<file path="config.mk">
export PLATFORM = sky130hd
export DESIGN_NAME = sleep_mode_strap
export DESIGN_NICKNAME = d
export VERILOG_FILES = /design/src/pkg/strap_pkg.sv /design/src/rtl/duty_meter.sv /design/src/rtl/sleep_mode_strap.sv /design/src/rtl/strap_quant.sv
export SDC_FILE = /design/constraint.sdc
export NUM_CORES = 1
export LEC_CHECK = 0
export BUFFER_PORTS_ARGS = -buffer_cell sky130_fd_sc_hd__buf_2
export CORE_ASPECT_RATIO = 1.25
export CORE_MARGIN = 3
export CORE_UTILIZATION = 30
export CTS_CLUSTER_SIZE = 40
export DETAILED_ROUTE_END_ITERATION = 16
export PLACE_DENSITY = 0.53
export RECOVER_POWER = 100
export SLEW_MARGIN = 20
export SYNTH_ARGS = -nofsm -noshare
export SYNTH_HDL_FRONTEND = slang
export SYNTH_SLANG_ARGS = --single-unit
</file>
<file path="constraint.sdc">
create_clock -name CLOCK -period 8 [get_ports CLOCK]
set_input_delay 0.4 -clock CLOCK [delete_from_list [all_inputs] [get_ports CLOCK]]
set_output_delay 0.4 -clock CLOCK [all_outputs]
set_load 0.005 [all_outputs]
</file>
<file path="src/pkg/strap_pkg.sv">
// shared constants and types for the strap configuration and mode control block
package strap_pkg;

  localparam int CLK_PERIOD_NS = 8;
  localparam int SAMPLE_SETTLE_NS = 10000;
  localparam int BURST_PAUSE_NS = 20000;
  localparam int SAMPLE_SETTLE_CYC = (SAMPLE_SETTLE_NS + CLK_PERIOD_NS - 1) / CLK_PERIOD_NS;
  localparam int BURST_PAUSE_CYC = (BURST_PAUSE_NS + CLK_PERIOD_NS - 1) / CLK_PERIOD_NS;
  localparam int SLEEP_CONFIRM_HC = 512;
  localparam int RESUME_WAIT_HC = 24;

  localparam logic [11:0] SETTLE_LAST = 12'(SAMPLE_SETTLE_CYC - 1);
  localparam logic [11:0] PAUSE_LAST = 12'(BURST_PAUSE_CYC - 1);
  localparam logic [9:0] SLEEP_LAST = 10'(SLEEP_CONFIRM_HC - 1);
  localparam logic [4:0] RESUME_LAST = 5'(RESUME_WAIT_HC - 1);

  // synchronised pin indices
  localparam int PIN_SUPPLY = 0;
  localparam int PIN_ABOVE = 1;
  localparam int PIN_BELOW = 2;
  localparam int PIN_HC = 3;
  localparam int PIN_COND = 4;
  localparam int PIN_DRAIN_A = 5;
  localparam int PIN_DRAIN_B = 6;
  localparam int NPINS = 7;

  // strap level quantiser bounds
  localparam logic [7:0] LVL_T1 = 8'h20;
  localparam logic [7:0] LVL_T2 = 8'h60;
  localparam logic [7:0] LVL_T3 = 8'hC0;

  localparam logic [1:0] RES_0R = 2'h0;
  localparam logic [1:0] RES_100K = 2'h1;
  localparam logic [1:0] RES_180K = 2'h2;
  localparam logic [1:0] RES_OPEN = 2'h3;

  localparam logic [6:0] DUTY_FULL = 7'h64;
  localparam logic [6:0] ENTRY_100K = 7'h28;
  localparam logic [6:0] ENTRY_180K = 7'h19;
  // index is the select strap code: 0R, 100k, 180k, open
  localparam logic [3:0][6:0] EXIT_100K_TBL = {7'h3C, 7'h41, 7'h4B, 7'h50};
  localparam logic [3:0][6:0] EXIT_180K_TBL = {7'h37, 7'h3C, 7'h46, 7'h4B};
  localparam logic [3:0][6:0] BURST_EXIT_TBL = {7'h00, 7'h41, 7'h4B, 7'h50};

  localparam logic [3:0] REG_CTRL = 4'h0;
  localparam logic [3:0] REG_STATUS = 4'h4;
  localparam logic [3:0] REG_CONFIG = 4'h8;
  localparam int CTRL_RESAMPLE = 0;
  localparam int CTRL_GATE_HOLD = 1;

  typedef enum logic [4:0] {
    ST_OFF = 5'b00001,
    ST_SAMPLE = 5'b00010,
    ST_RUN = 5'b00100,
    ST_LOWPWR = 5'b01000,
    ST_RESUME = 5'b10000
  } mode_t;

  typedef struct packed {
    logic sleep_en;
    logic [1:0] en_code;
    logic [1:0] sel_code;
    logic [6:0] entry_duty;
    logic [6:0] exit_duty;
  } cfg_t;

  typedef struct packed {
    logic done;
    logic [15:0] period;
    logic [15:0] cond;
  } duty_t;

endpackage

</file>
<file path="src/rtl/duty_meter.sv">
// measures half-cycle length and conduction time in CLOCK cycles
`timescale 1ns/1ps
module duty_meter
  import strap_pkg::*;
(
  input wire logic clock,
  input wire logic rst,
  input wire logic tick,
  input wire logic cond,
  output duty_t duty
);
  typedef struct packed {
    logic [15:0] per_cnt;
    logic [15:0] cond_cnt;
    duty_t out;
  } meter_state_t;

  meter_state_t q_r, q_nxt;

  always_comb begin
    q_nxt = q_r;
    q_nxt.out.done = 1'b0;
    if (tick) begin
      q_nxt.out.done = 1'b1;
      q_nxt.out.period = q_r.per_cnt;
      q_nxt.out.cond = q_r.cond_cnt;
      q_nxt.per_cnt = 16'h0001;
      q_nxt.cond_cnt = {15'h0000, cond};
    end else begin
      // saturate so a stalled switching clock cannot wrap
      if (q_r.per_cnt != 16'hFFFF) begin
        q_nxt.per_cnt = q_r.per_cnt + 16'h0001;
      end
      if (cond && q_r.cond_cnt != 16'hFFFF) begin
        q_nxt.cond_cnt = q_r.cond_cnt + 16'h0001;
      end
    end
  end

  always_ff @(posedge clock or posedge rst) begin
    if (rst) begin
      q_r <= '0;
    end else begin
      q_r <= q_nxt;
    end
  end

  assign duty = q_r.out;
endmodule

</file>
<file path="src/rtl/sleep_mode_strap.sv">
// strap sampling, configuration latch and sleep / burst mode control with Wishbone access
`timescale 1ns/1ps
module sleep_mode_strap
  import strap_pkg::*;
(
  input wire logic CLOCK,
  input wire logic RST,
  input wire logic WB_CYC_I,
  input wire logic WB_STB_I,
  input wire logic WB_WE_I,
  input wire logic [3:0] WB_ADR_I,
  input wire logic [3:0] WB_SEL_I,
  input wire logic [31:0] WB_DAT_I,
  output logic [31:0] WB_DAT_O,
  output logic WB_ACK_O,
  input wire logic SUPPLY_OK,
  input wire logic ONOFF_ABOVE_ON,
  input wire logic ONOFF_BELOW_OFF,
  input wire logic [7:0] ONOFF_LEVEL,
  input wire logic [7:0] SELECT_LEVEL,
  input wire logic HALF_CYCLE,
  input wire logic CONDUCTING,
  input wire logic DRAIN_A_ARMED,
  input wire logic DRAIN_B_ARMED,
  output logic ONOFF_SAMPLE_CURRENT,
  output logic ONOFF_RUN_CURRENT,
  output logic SELECT_SAMPLE_CURRENT,
  output logic GATE_ENABLE,
  output logic LOW_POWER,
  output logic SLEEP_ENABLED
);
  typedef struct packed {
    logic [NPINS-1:0] s1;
    logic [NPINS-1:0] s2;
    logic [NPINS-1:0] s3;
    logic [NPINS-1:0] pins;
    logic hc_prev;
    mode_t st;
    cfg_t cfg;
    logic [11:0] settle_cnt;
    logic [9:0] below_cnt;
    logic [11:0] pause_cnt;
    logic [4:0] resume_cnt;
    logic [11:0] smp_age;
    logic resample;
    logic gate_hold;
    logic ack;
    logic [31:0] dat;
    logic en_hi;
    logic en_run;
    logic sel_cur;
    logic gate;
    logic lowpwr;
  } top_state_t;

  top_state_t q_r, q_nxt;
  logic [1:0] en_code;
  logic [1:0] sel_code;
  duty_t dm;
  logic tick;
  logic [22:0] cond_x100;
  logic [22:0] per_x_entry;
  logic [22:0] per_x_exit;
  logic below_entry;
  logic above_exit;
  logic off_cond;
  logic bus_req;

  strap_quant u_onoff_quant (
    .clock(CLOCK),
    .rst(RST),
    .level(ONOFF_LEVEL),
    .code(en_code)
  );

  strap_quant u_select_quant (
    .clock(CLOCK),
    .rst(RST),
    .level(SELECT_LEVEL),
    .code(sel_code)
  );

  assign tick = q_r.pins[PIN_HC] ^ q_r.hc_prev;

  duty_meter u_duty (
    .clock(CLOCK),
    .rst(RST),
    .tick(tick),
    .cond(q_r.pins[PIN_COND]),
    .duty(dm)
  );

  // duty compared as cond*100 against period*threshold, so no divider is needed
  assign cond_x100 = {7'h00, dm.cond} * {16'h0000, DUTY_FULL};
  assign per_x_entry = {7'h00, dm.period} * {16'h0000, q_r.cfg.entry_duty};
  assign per_x_exit = {7'h00, dm.period} * {16'h0000, q_r.cfg.exit_duty};
  assign below_entry = cond_x100 < per_x_entry;
  assign above_exit = cond_x100 > per_x_exit;
  assign off_cond = !q_r.pins[PIN_SUPPLY] || q_r.pins[PIN_BELOW];
  assign bus_req = WB_CYC_I && WB_STB_I && !q_r.ack;

  always_comb begin
    q_nxt = q_r;
    q_nxt.s1 = {DRAIN_B_ARMED, DRAIN_A_ARMED, CONDUCTING, HALF_CYCLE, ONOFF_BELOW_OFF, ONOFF_ABOVE_ON, SUPPLY_OK};
    q_nxt.s2 = q_r.s1;
    q_nxt.s3 = q_r.s2;
    for (int i = 0; i < NPINS; i++) begin
      if (q_r.s2[i] == q_r.s3[i]) begin
        q_nxt.pins[i] = q_r.s3[i];
      end
    end
    q_nxt.hc_prev = q_r.pins[PIN_HC];
    // cycles spent in the sampling phase, watched by the sampling-time check
    q_nxt.smp_age = (q_r.st == ST_SAMPLE) ? q_r.smp_age + 12'h001 : 12'h000;

    unique case (q_r.st)
      ST_OFF: begin
        if (q_r.pins[PIN_SUPPLY] && q_r.pins[PIN_ABOVE]) begin
          q_nxt.st = ST_SAMPLE;
          q_nxt.settle_cnt = 12'h000;
        end
      end
      ST_SAMPLE: begin
        q_nxt.settle_cnt = q_r.settle_cnt + 12'h001;
        if (q_r.settle_cnt == SETTLE_LAST) begin
          q_nxt.st = ST_RUN;
          q_nxt.cfg.en_code = en_code;
          q_nxt.cfg.sel_code = sel_code;
          q_nxt.cfg.sleep_en = (en_code != RES_OPEN);
          q_nxt.cfg.entry_duty = (en_code == RES_180K) ? ENTRY_180K : ENTRY_100K;
          if (en_code == RES_OPEN) begin
            q_nxt.cfg.exit_duty = BURST_EXIT_TBL[sel_code];
          end else if (en_code == RES_180K) begin
            q_nxt.cfg.exit_duty = EXIT_180K_TBL[sel_code];
          end else begin
            q_nxt.cfg.exit_duty = EXIT_100K_TBL[sel_code];
          end
        end
      end
      ST_RUN: begin
        if (dm.done) begin
          if (q_r.cfg.sleep_en && below_entry) begin
            q_nxt.below_cnt = q_r.below_cnt + 10'h001;
            if (q_r.below_cnt == SLEEP_LAST) begin
              q_nxt.st = ST_LOWPWR;
            end
          end else begin
            q_nxt.below_cnt = 10'h000;
          end
        end
        if (q_r.pins[PIN_DRAIN_A] && q_r.pins[PIN_DRAIN_B]) begin
          q_nxt.pause_cnt = q_r.pause_cnt + 12'h001;
          if (q_r.pause_cnt == PAUSE_LAST) begin
            q_nxt.st = ST_LOWPWR;
          end
        end else begin
          q_nxt.pause_cnt = 12'h000;
        end
      end
      ST_LOWPWR: begin
        if (dm.done && above_exit) begin
          q_nxt.st = ST_RESUME;
          q_nxt.resume_cnt = 5'h00;
        end
      end
      ST_RESUME: begin
        if (dm.done) begin
          q_nxt.resume_cnt = q_r.resume_cnt + 5'h01;
          if (q_r.resume_cnt == RESUME_LAST) begin
            q_nxt.st = ST_RUN;
          end
        end
      end
    endcase

    if (q_nxt.st != ST_RUN) begin
      q_nxt.below_cnt = 10'h000;
      q_nxt.pause_cnt = 12'h000;
    end
    // software resample is taken once the block is configured
    if (q_r.resample && q_r.st != ST_OFF && q_r.st != ST_SAMPLE) begin
      q_nxt.resample = 1'b0;
      q_nxt.st = ST_SAMPLE;
      q_nxt.settle_cnt = 12'h000;
    end
    if (off_cond) begin
      q_nxt.st = ST_OFF;
    end

    // one-cycle ack: a held strobe is not taken again while ack stands
    q_nxt.ack = bus_req;
    if (bus_req) begin
      unique case (WB_ADR_I)
        REG_CTRL: q_nxt.dat = {30'h0000_0000, q_r.gate_hold, q_r.resample};
        REG_STATUS: q_nxt.dat = {24'h00_0000, q_r.lowpwr, q_r.gate, q_r.cfg.sleep_en, q_r.st};
        REG_CONFIG: q_nxt.dat = {13'h0000, q_r.cfg};
        default: q_nxt.dat = 32'h0000_0000;
      endcase
      if (WB_WE_I && WB_SEL_I[0] && WB_ADR_I == REG_CTRL) begin
        q_nxt.gate_hold = WB_DAT_I[CTRL_GATE_HOLD];
        if (WB_DAT_I[CTRL_RESAMPLE]) begin
          q_nxt.resample = 1'b1;
        end
      end
    end

    q_nxt.en_hi = (q_nxt.st == ST_SAMPLE);
    q_nxt.en_run = (q_nxt.st != ST_SAMPLE) && (q_nxt.st != ST_OFF);
    q_nxt.sel_cur = (q_nxt.st == ST_SAMPLE);
    q_nxt.gate = (q_nxt.st == ST_RUN) && !q_nxt.gate_hold;
    q_nxt.lowpwr = (q_nxt.st == ST_OFF) || (q_nxt.st == ST_LOWPWR) || (q_nxt.st == ST_RESUME);
  end

  // reset clears the latched straps and leaves the block in low power
  always_ff @(posedge CLOCK or posedge RST) begin
    if (RST) begin
      q_r <= '0;
      q_r.st <= ST_OFF;
      q_r.lowpwr <= 1'b1;
    end else begin
      q_r <= q_nxt;
    end
  end

  assign WB_DAT_O = q_r.dat;
  assign WB_ACK_O = q_r.ack;
  assign ONOFF_SAMPLE_CURRENT = q_r.en_hi;
  assign ONOFF_RUN_CURRENT = q_r.en_run;
  assign SELECT_SAMPLE_CURRENT = q_r.sel_cur;
  assign GATE_ENABLE = q_r.gate;
  assign LOW_POWER = q_r.lowpwr;
  assign SLEEP_ENABLED = q_r.cfg.sleep_en;
endmodule

</file>
<file path="src/rtl/strap_quant.sv">
// synchronises one strap level word and quantises it into a resistor code
`timescale 1ns/1ps
module strap_quant
  import strap_pkg::*;
(
  input wire logic clock,
  input wire logic rst,
  input wire logic [7:0] level,
  output logic [1:0] code
);
  typedef struct packed {
    logic [7:0] s1;
    logic [7:0] s2;
    logic [7:0] s3;
    logic [7:0] held;
    logic [1:0] code;
  } quant_state_t;

  quant_state_t q_r, q_nxt;

  always_comb begin
    q_nxt = q_r;
    q_nxt.s1 = level;
    q_nxt.s2 = q_r.s1;
    q_nxt.s3 = q_r.s2;
    // a word counts only once two stages agree
    if (q_r.s2 == q_r.s3) begin
      q_nxt.held = q_r.s3;
    end
    if (q_r.held < LVL_T1) begin
      q_nxt.code = RES_0R;
    end else if (q_r.held < LVL_T2) begin
      q_nxt.code = RES_100K;
    end else if (q_r.held < LVL_T3) begin
      q_nxt.code = RES_180K;
    end else begin
      q_nxt.code = RES_OPEN;
    end
  end

  always_ff @(posedge clock or posedge rst) begin
    if (rst) begin
      q_r <= '0;
    end else begin
      q_r <= q_nxt;
    end
  end

  assign code = q_r.code;
endmodule
</file>
==> summary.txt <==
Run status
  • Status: complete, but fails checks
  • Failing checks: max-capacitance violations, max-slew violations

Pwr
  • Internal power: 2.061 mW
  • Part of the power in the clock network: 38.7%
  • Register share of total power: 45.8%
  • Switching part of the total: 28.42%
  • VDD IR max: 0.2080 mV
  • Leakage power: 10.12 nW
  • Pwr Density: 142.9 mW/mm²
  • Power share of the combinational group: 15.5%
  • Switching power: 0.8183 mW

Floorplan
  • Row Count: 100
  • Die Y: 280.9 µm
  • Die width: 225.9 µm
  • DIE AREA: 0.06345 mm²
  • Core area: 0.05968 mm²
  • Initial core utilization: 30.38%
  • I/O pin count: 107

Placement
  • Placed cells: 2695
  • Post-DP HPWL: 32.36 mm
  • PortBufs: 57
  • Global placement routability congestion: 0.8382

Route
  • Routed vias/inst: 4.754
  • Wire per inst: 14.76 µm
  • DRC: 0
  • First-pass DRT Iterations: 7
  • Routed wire length: 40.78 mm
  • Remaining antenna violation count: 0
  • DRT iter0 DRCs: 530
  • Via count: 13135

Worst setup path
  • Worst path top cell family by delay: adder cells
  • Crit path kind: flip-flop to flip-flop
  • Crit path launch type: flip-flop
  • FF-to-FF setup slack: 0.41 ns
  • CP Buf/Inv Count: 3
  • Required time worst endpoint: 8.41 ns
  • Max incr delay on CP: 0.59 ns
  • Crit path capture type: flip-flop
  • Cell mode on critical path: fa_1
  • Worst r2r path cells: 26
  • Critical Path AT: 8.00 ns
  • R2R Path Start: q_r[94]$_DFFE_PP0P_
  • Critical Path Fanout Max: 11
  • Slowest CP cell: or4_4
  • Reg2reg end: SELECT_SAMPLE_CURRENT$_DFF_PP0_

GRT
  • First-pass GRT wire length: 68.89 mm
  • Gr usage total: 13.19%
  • GRT met3 Usage: 1.212%
  • Met1 usage: 15.73%
  • Met2 usage: 24.46%
  • Busiest grt layer: met2
  • Gr ovfl total: 0
  • Initial antenna violation count: 1
  • Largest net degree at the start of global routing: 113
  • Vias in the first global route: 13715

Synthesis
  • Dominant cells by area after synthesis: dfrtp_1 32%, ha_1 14%, fa_1 12%
  • Compound-gate portion of the synthesized area: 10.39%
  • Synth cell count leaders: 232 x dfrtp_1, 229 x inv_1, 209 x ha_1
  • XOR/XNOR share of the synthesized area: 4.251%
  • Largest family of logic cells by synthesized area: adder cells
  • Yosys top cell area share: 32.02%
  • Ys async rst share: 100.0%
  • Synth Warn #: 0
  • Syn Inst Count: 1924
  • Avg Cell Area, Syn: 9.424 µm²
  • Yosys cell types: 80
  • Adder-Cell Fraction of Synth Area: 26.40%
  • Top_reg_cell synth: dfrtp_1
  • Post-synthesis mux area share: 1.380%
  • Synth Register Bits: 234
  • Most numerous cell in the Yosys netlist: dfrtp_1
  • Leading area contributor after synthesis: dfrtp_1
  • Seq/Total Area, Yosys: 32.31%
  • Post-synthesis simple-gate area fraction: 17.80%
  • EDFF count, synth: 0
  • Mapped Area: 0.01813 mm²

Timing
  • Worst-margin pin slew: 4.786 ns
  • Final hold viol count: 0
  • # setup viols final: 0
  • Slew HR: -220.8%
  • RSZ-0062 raised after global routing: false
  • Final Max Slew Viols: 340
  • Setup TNS Final: 0 ns
  • Max Freq: 131.7 MHz
  • Fin crit period: 7.591 ns
  • Period utilization: 94.88%
  • Clk_skew: 0.01449 ns

Hold path
  • Worst hold path type: primary input to flip-flop
  • Hold_sp: WB_DAT_I[0]
  • Hold EP: q_r[39]$_DFF_PP0_
  • Hold depth: 3

Clocking
  • Clk root buf: clkbuf_16
  • H-tree depth: 1
  • Clock transition at the registers of the reported paths: 0.06 ns
  • CTS max path bufs: 3
  • CTS Buf Count: 24
  • # clock sinks: 234
  • Clk Latency, worst-skew pair: 0.53 ns
  • CTS tree: built

Final layout
  • Fraction of layout instances using a drive strength above 1: 7.157%
  • P&R area growth vs syn: 11.12%
  • Antenna diodes: 0
  • Nets@finish: 2362
  • Final Non-Filler Cells: 2763

Flow run
  • Maxcap violations: 5
## routing by layer
metal,part of all wire (%),routed length [µm],vias up
met5,0,0,-
met4,3.8,1555,0
met3,2.3,953,61
met2,51,20960,165
met1,42,17320,6432
li1,-,-,6477
## flip-flops by register name, summed over array words and instances, names as in the netlist
signal / flops
u_duty.duty: 33
u_select_quant.q_nxt: 16
GATE_ENABLE: 1
u_select_quant.q_r: 11
u_onoff_quant.code: 2
SELECT_SAMPLE_CURRENT: 1
SLEEP_ENABLED: 1
q_r: 74
ONOFF_RUN_CURRENT: 1
u_select_quant.code: 2
u_onoff_quant.q_r: 11
WB_ACK_O: 1
u_duty.q_r: 32
q_nxt: 15
WB_DAT_O: 16
LOW_POWER: 1
u_onoff_quant.q_nxt: 16
## worst max path at each step
stage / startpoint / end / cells past startpoint
2_1_floorplan: q_r[97]$_DFFE_PP0P_ / SELECT_SAMPLE_CURRENT$_DFF_PP0_ / 27
3_3_place_gp: q_r[94]$_DFFE_PP0P_ / SELECT_SAMPLE_CURRENT$_DFF_PP0_ / 26
3_5_place_dp: q_r[94]$_DFFE_PP0P_ / SELECT_SAMPLE_CURRENT$_DFF_PP0_ / 26
4_1_cts: q_r[94]$_DFFE_PP0P_ / SELECT_SAMPLE_CURRENT$_DFF_PP0_ / 26
5_1_grt: q_r[94]$_DFFE_PP0P_ / SELECT_SAMPLE_CURRENT$_DFF_PP0_ / 26
6_report: q_r[94]$_DFFE_PP0P_ / SELECT_SAMPLE_CURRENT$_DFF_PP0_ / 26
## timing repair
item | in CTS | in global routing
hold endpoints to repair | 23 | 0
setup buffers | 0 | 1
gates resized for setup | 0 | 1
hold buffers | 23 | 0
setup endpoints to repair | 0 | 4
## placed cells by master, fill, tap and decap left out, types with 22 or more instances in the layout
cell type and instances:
xnor2_1 40, nand3_1 41, and2_1 113, inv_1 227
buf_4 25, dlygate4sd3_1 23, fa_1 105, and3_1 22
clkbuf_16 25, a21oi_1 77, o21ai_0 90, dfrtp_1 232
nand2_1 204, clkbuf_1 26, buf_2 38, nor3_1 29
ha_1 209, nand2b_1 22, nor2_1 101, xor2_1 47
## worst register-to-register path, stage by stage (launching register included)
cell	delay, ns
dfrtp_1	0.48
buf_4	0.23
and2_1	0.18
fa_1	0.55
fa_1	0.44
fa_1	0.55
inv_1	0.06
fa_1	0.52
inv_1	0.04
ha_1	0.31
o21a_1	0.13
o21ai_1	0.21
a21oi_1	0.10
o311a_1	0.33
o31a_1	0.29
a221oi_1	0.37
a21oi_1	0.14
xnor2_1	0.15
ha_1	0.28
and3_1	0.17
nand4_1	0.17
or4_4	0.59
o21bai_1	0.22
a41oi_4	0.40
nor2_1	0.16
and4_1	0.25
o21a_1	0.17
## kinds of logic (layout without fill, tap and decap cells)
kind of cell,Yosys count,after routing
AND/OR/NAND/NOR,640,640
buffers and inverters,324,383
adder cells (fa/ha/maj),321,321
AO/OA/AOI/OAI,293,293
flip-flops,234,234
XOR/XNOR,88,88
multiplexers,23,23
other,1,16
## power groups by stage
stage                     Sequential, mW  Clock (mW)  Combinational, mW
after global placement              1.34           0              0.438
after global routing                1.33        1.20              0.516
after floorplan                     1.31           0              0.324
after detailed placement            1.34           0              0.447
after CTS                           1.32        1.16              0.459
final                               1.32        1.11              0.447
## stage by stage
step / area, µm² / setup WS (ns) / util [%] / total power [mW] / hold WS [ns]
floorplan: 18190 / 0.9887 / - / 1.629 / 0.3312
global placement: 19180 / 0.4494 / 32.14 / 1.777 / 0.3310
detailed placement: 19180 / 0.3824 / 32.14 / 1.789 / 0.3347
CTS: 20200 / 0.3544 / 33.85 / 2.943 / 0.02032
global route: 20150 / 0.01110 / 33.76 / 3.051 / 0.1493
finish: 20150 / 0.4095 / 33.76 / 2.879 / 0.1448
## layout make-up
| type | count | area (µm²) |
|---|---|---|
| timing repair buffer | 110 | 698.2 |
| clock inverter | 13 | 113.9 |
| tap | 765 | 957.2 |
| multi-input combinational | 1381 | 10980 |
| clock buffer | 31 | 678.2 |
| inverter | 229 | 862.1 |
| fill | 6065 | 39530 |
| sequential | 234 | 5858 |
No activity file was read; power rests on OpenSTA's default activity.
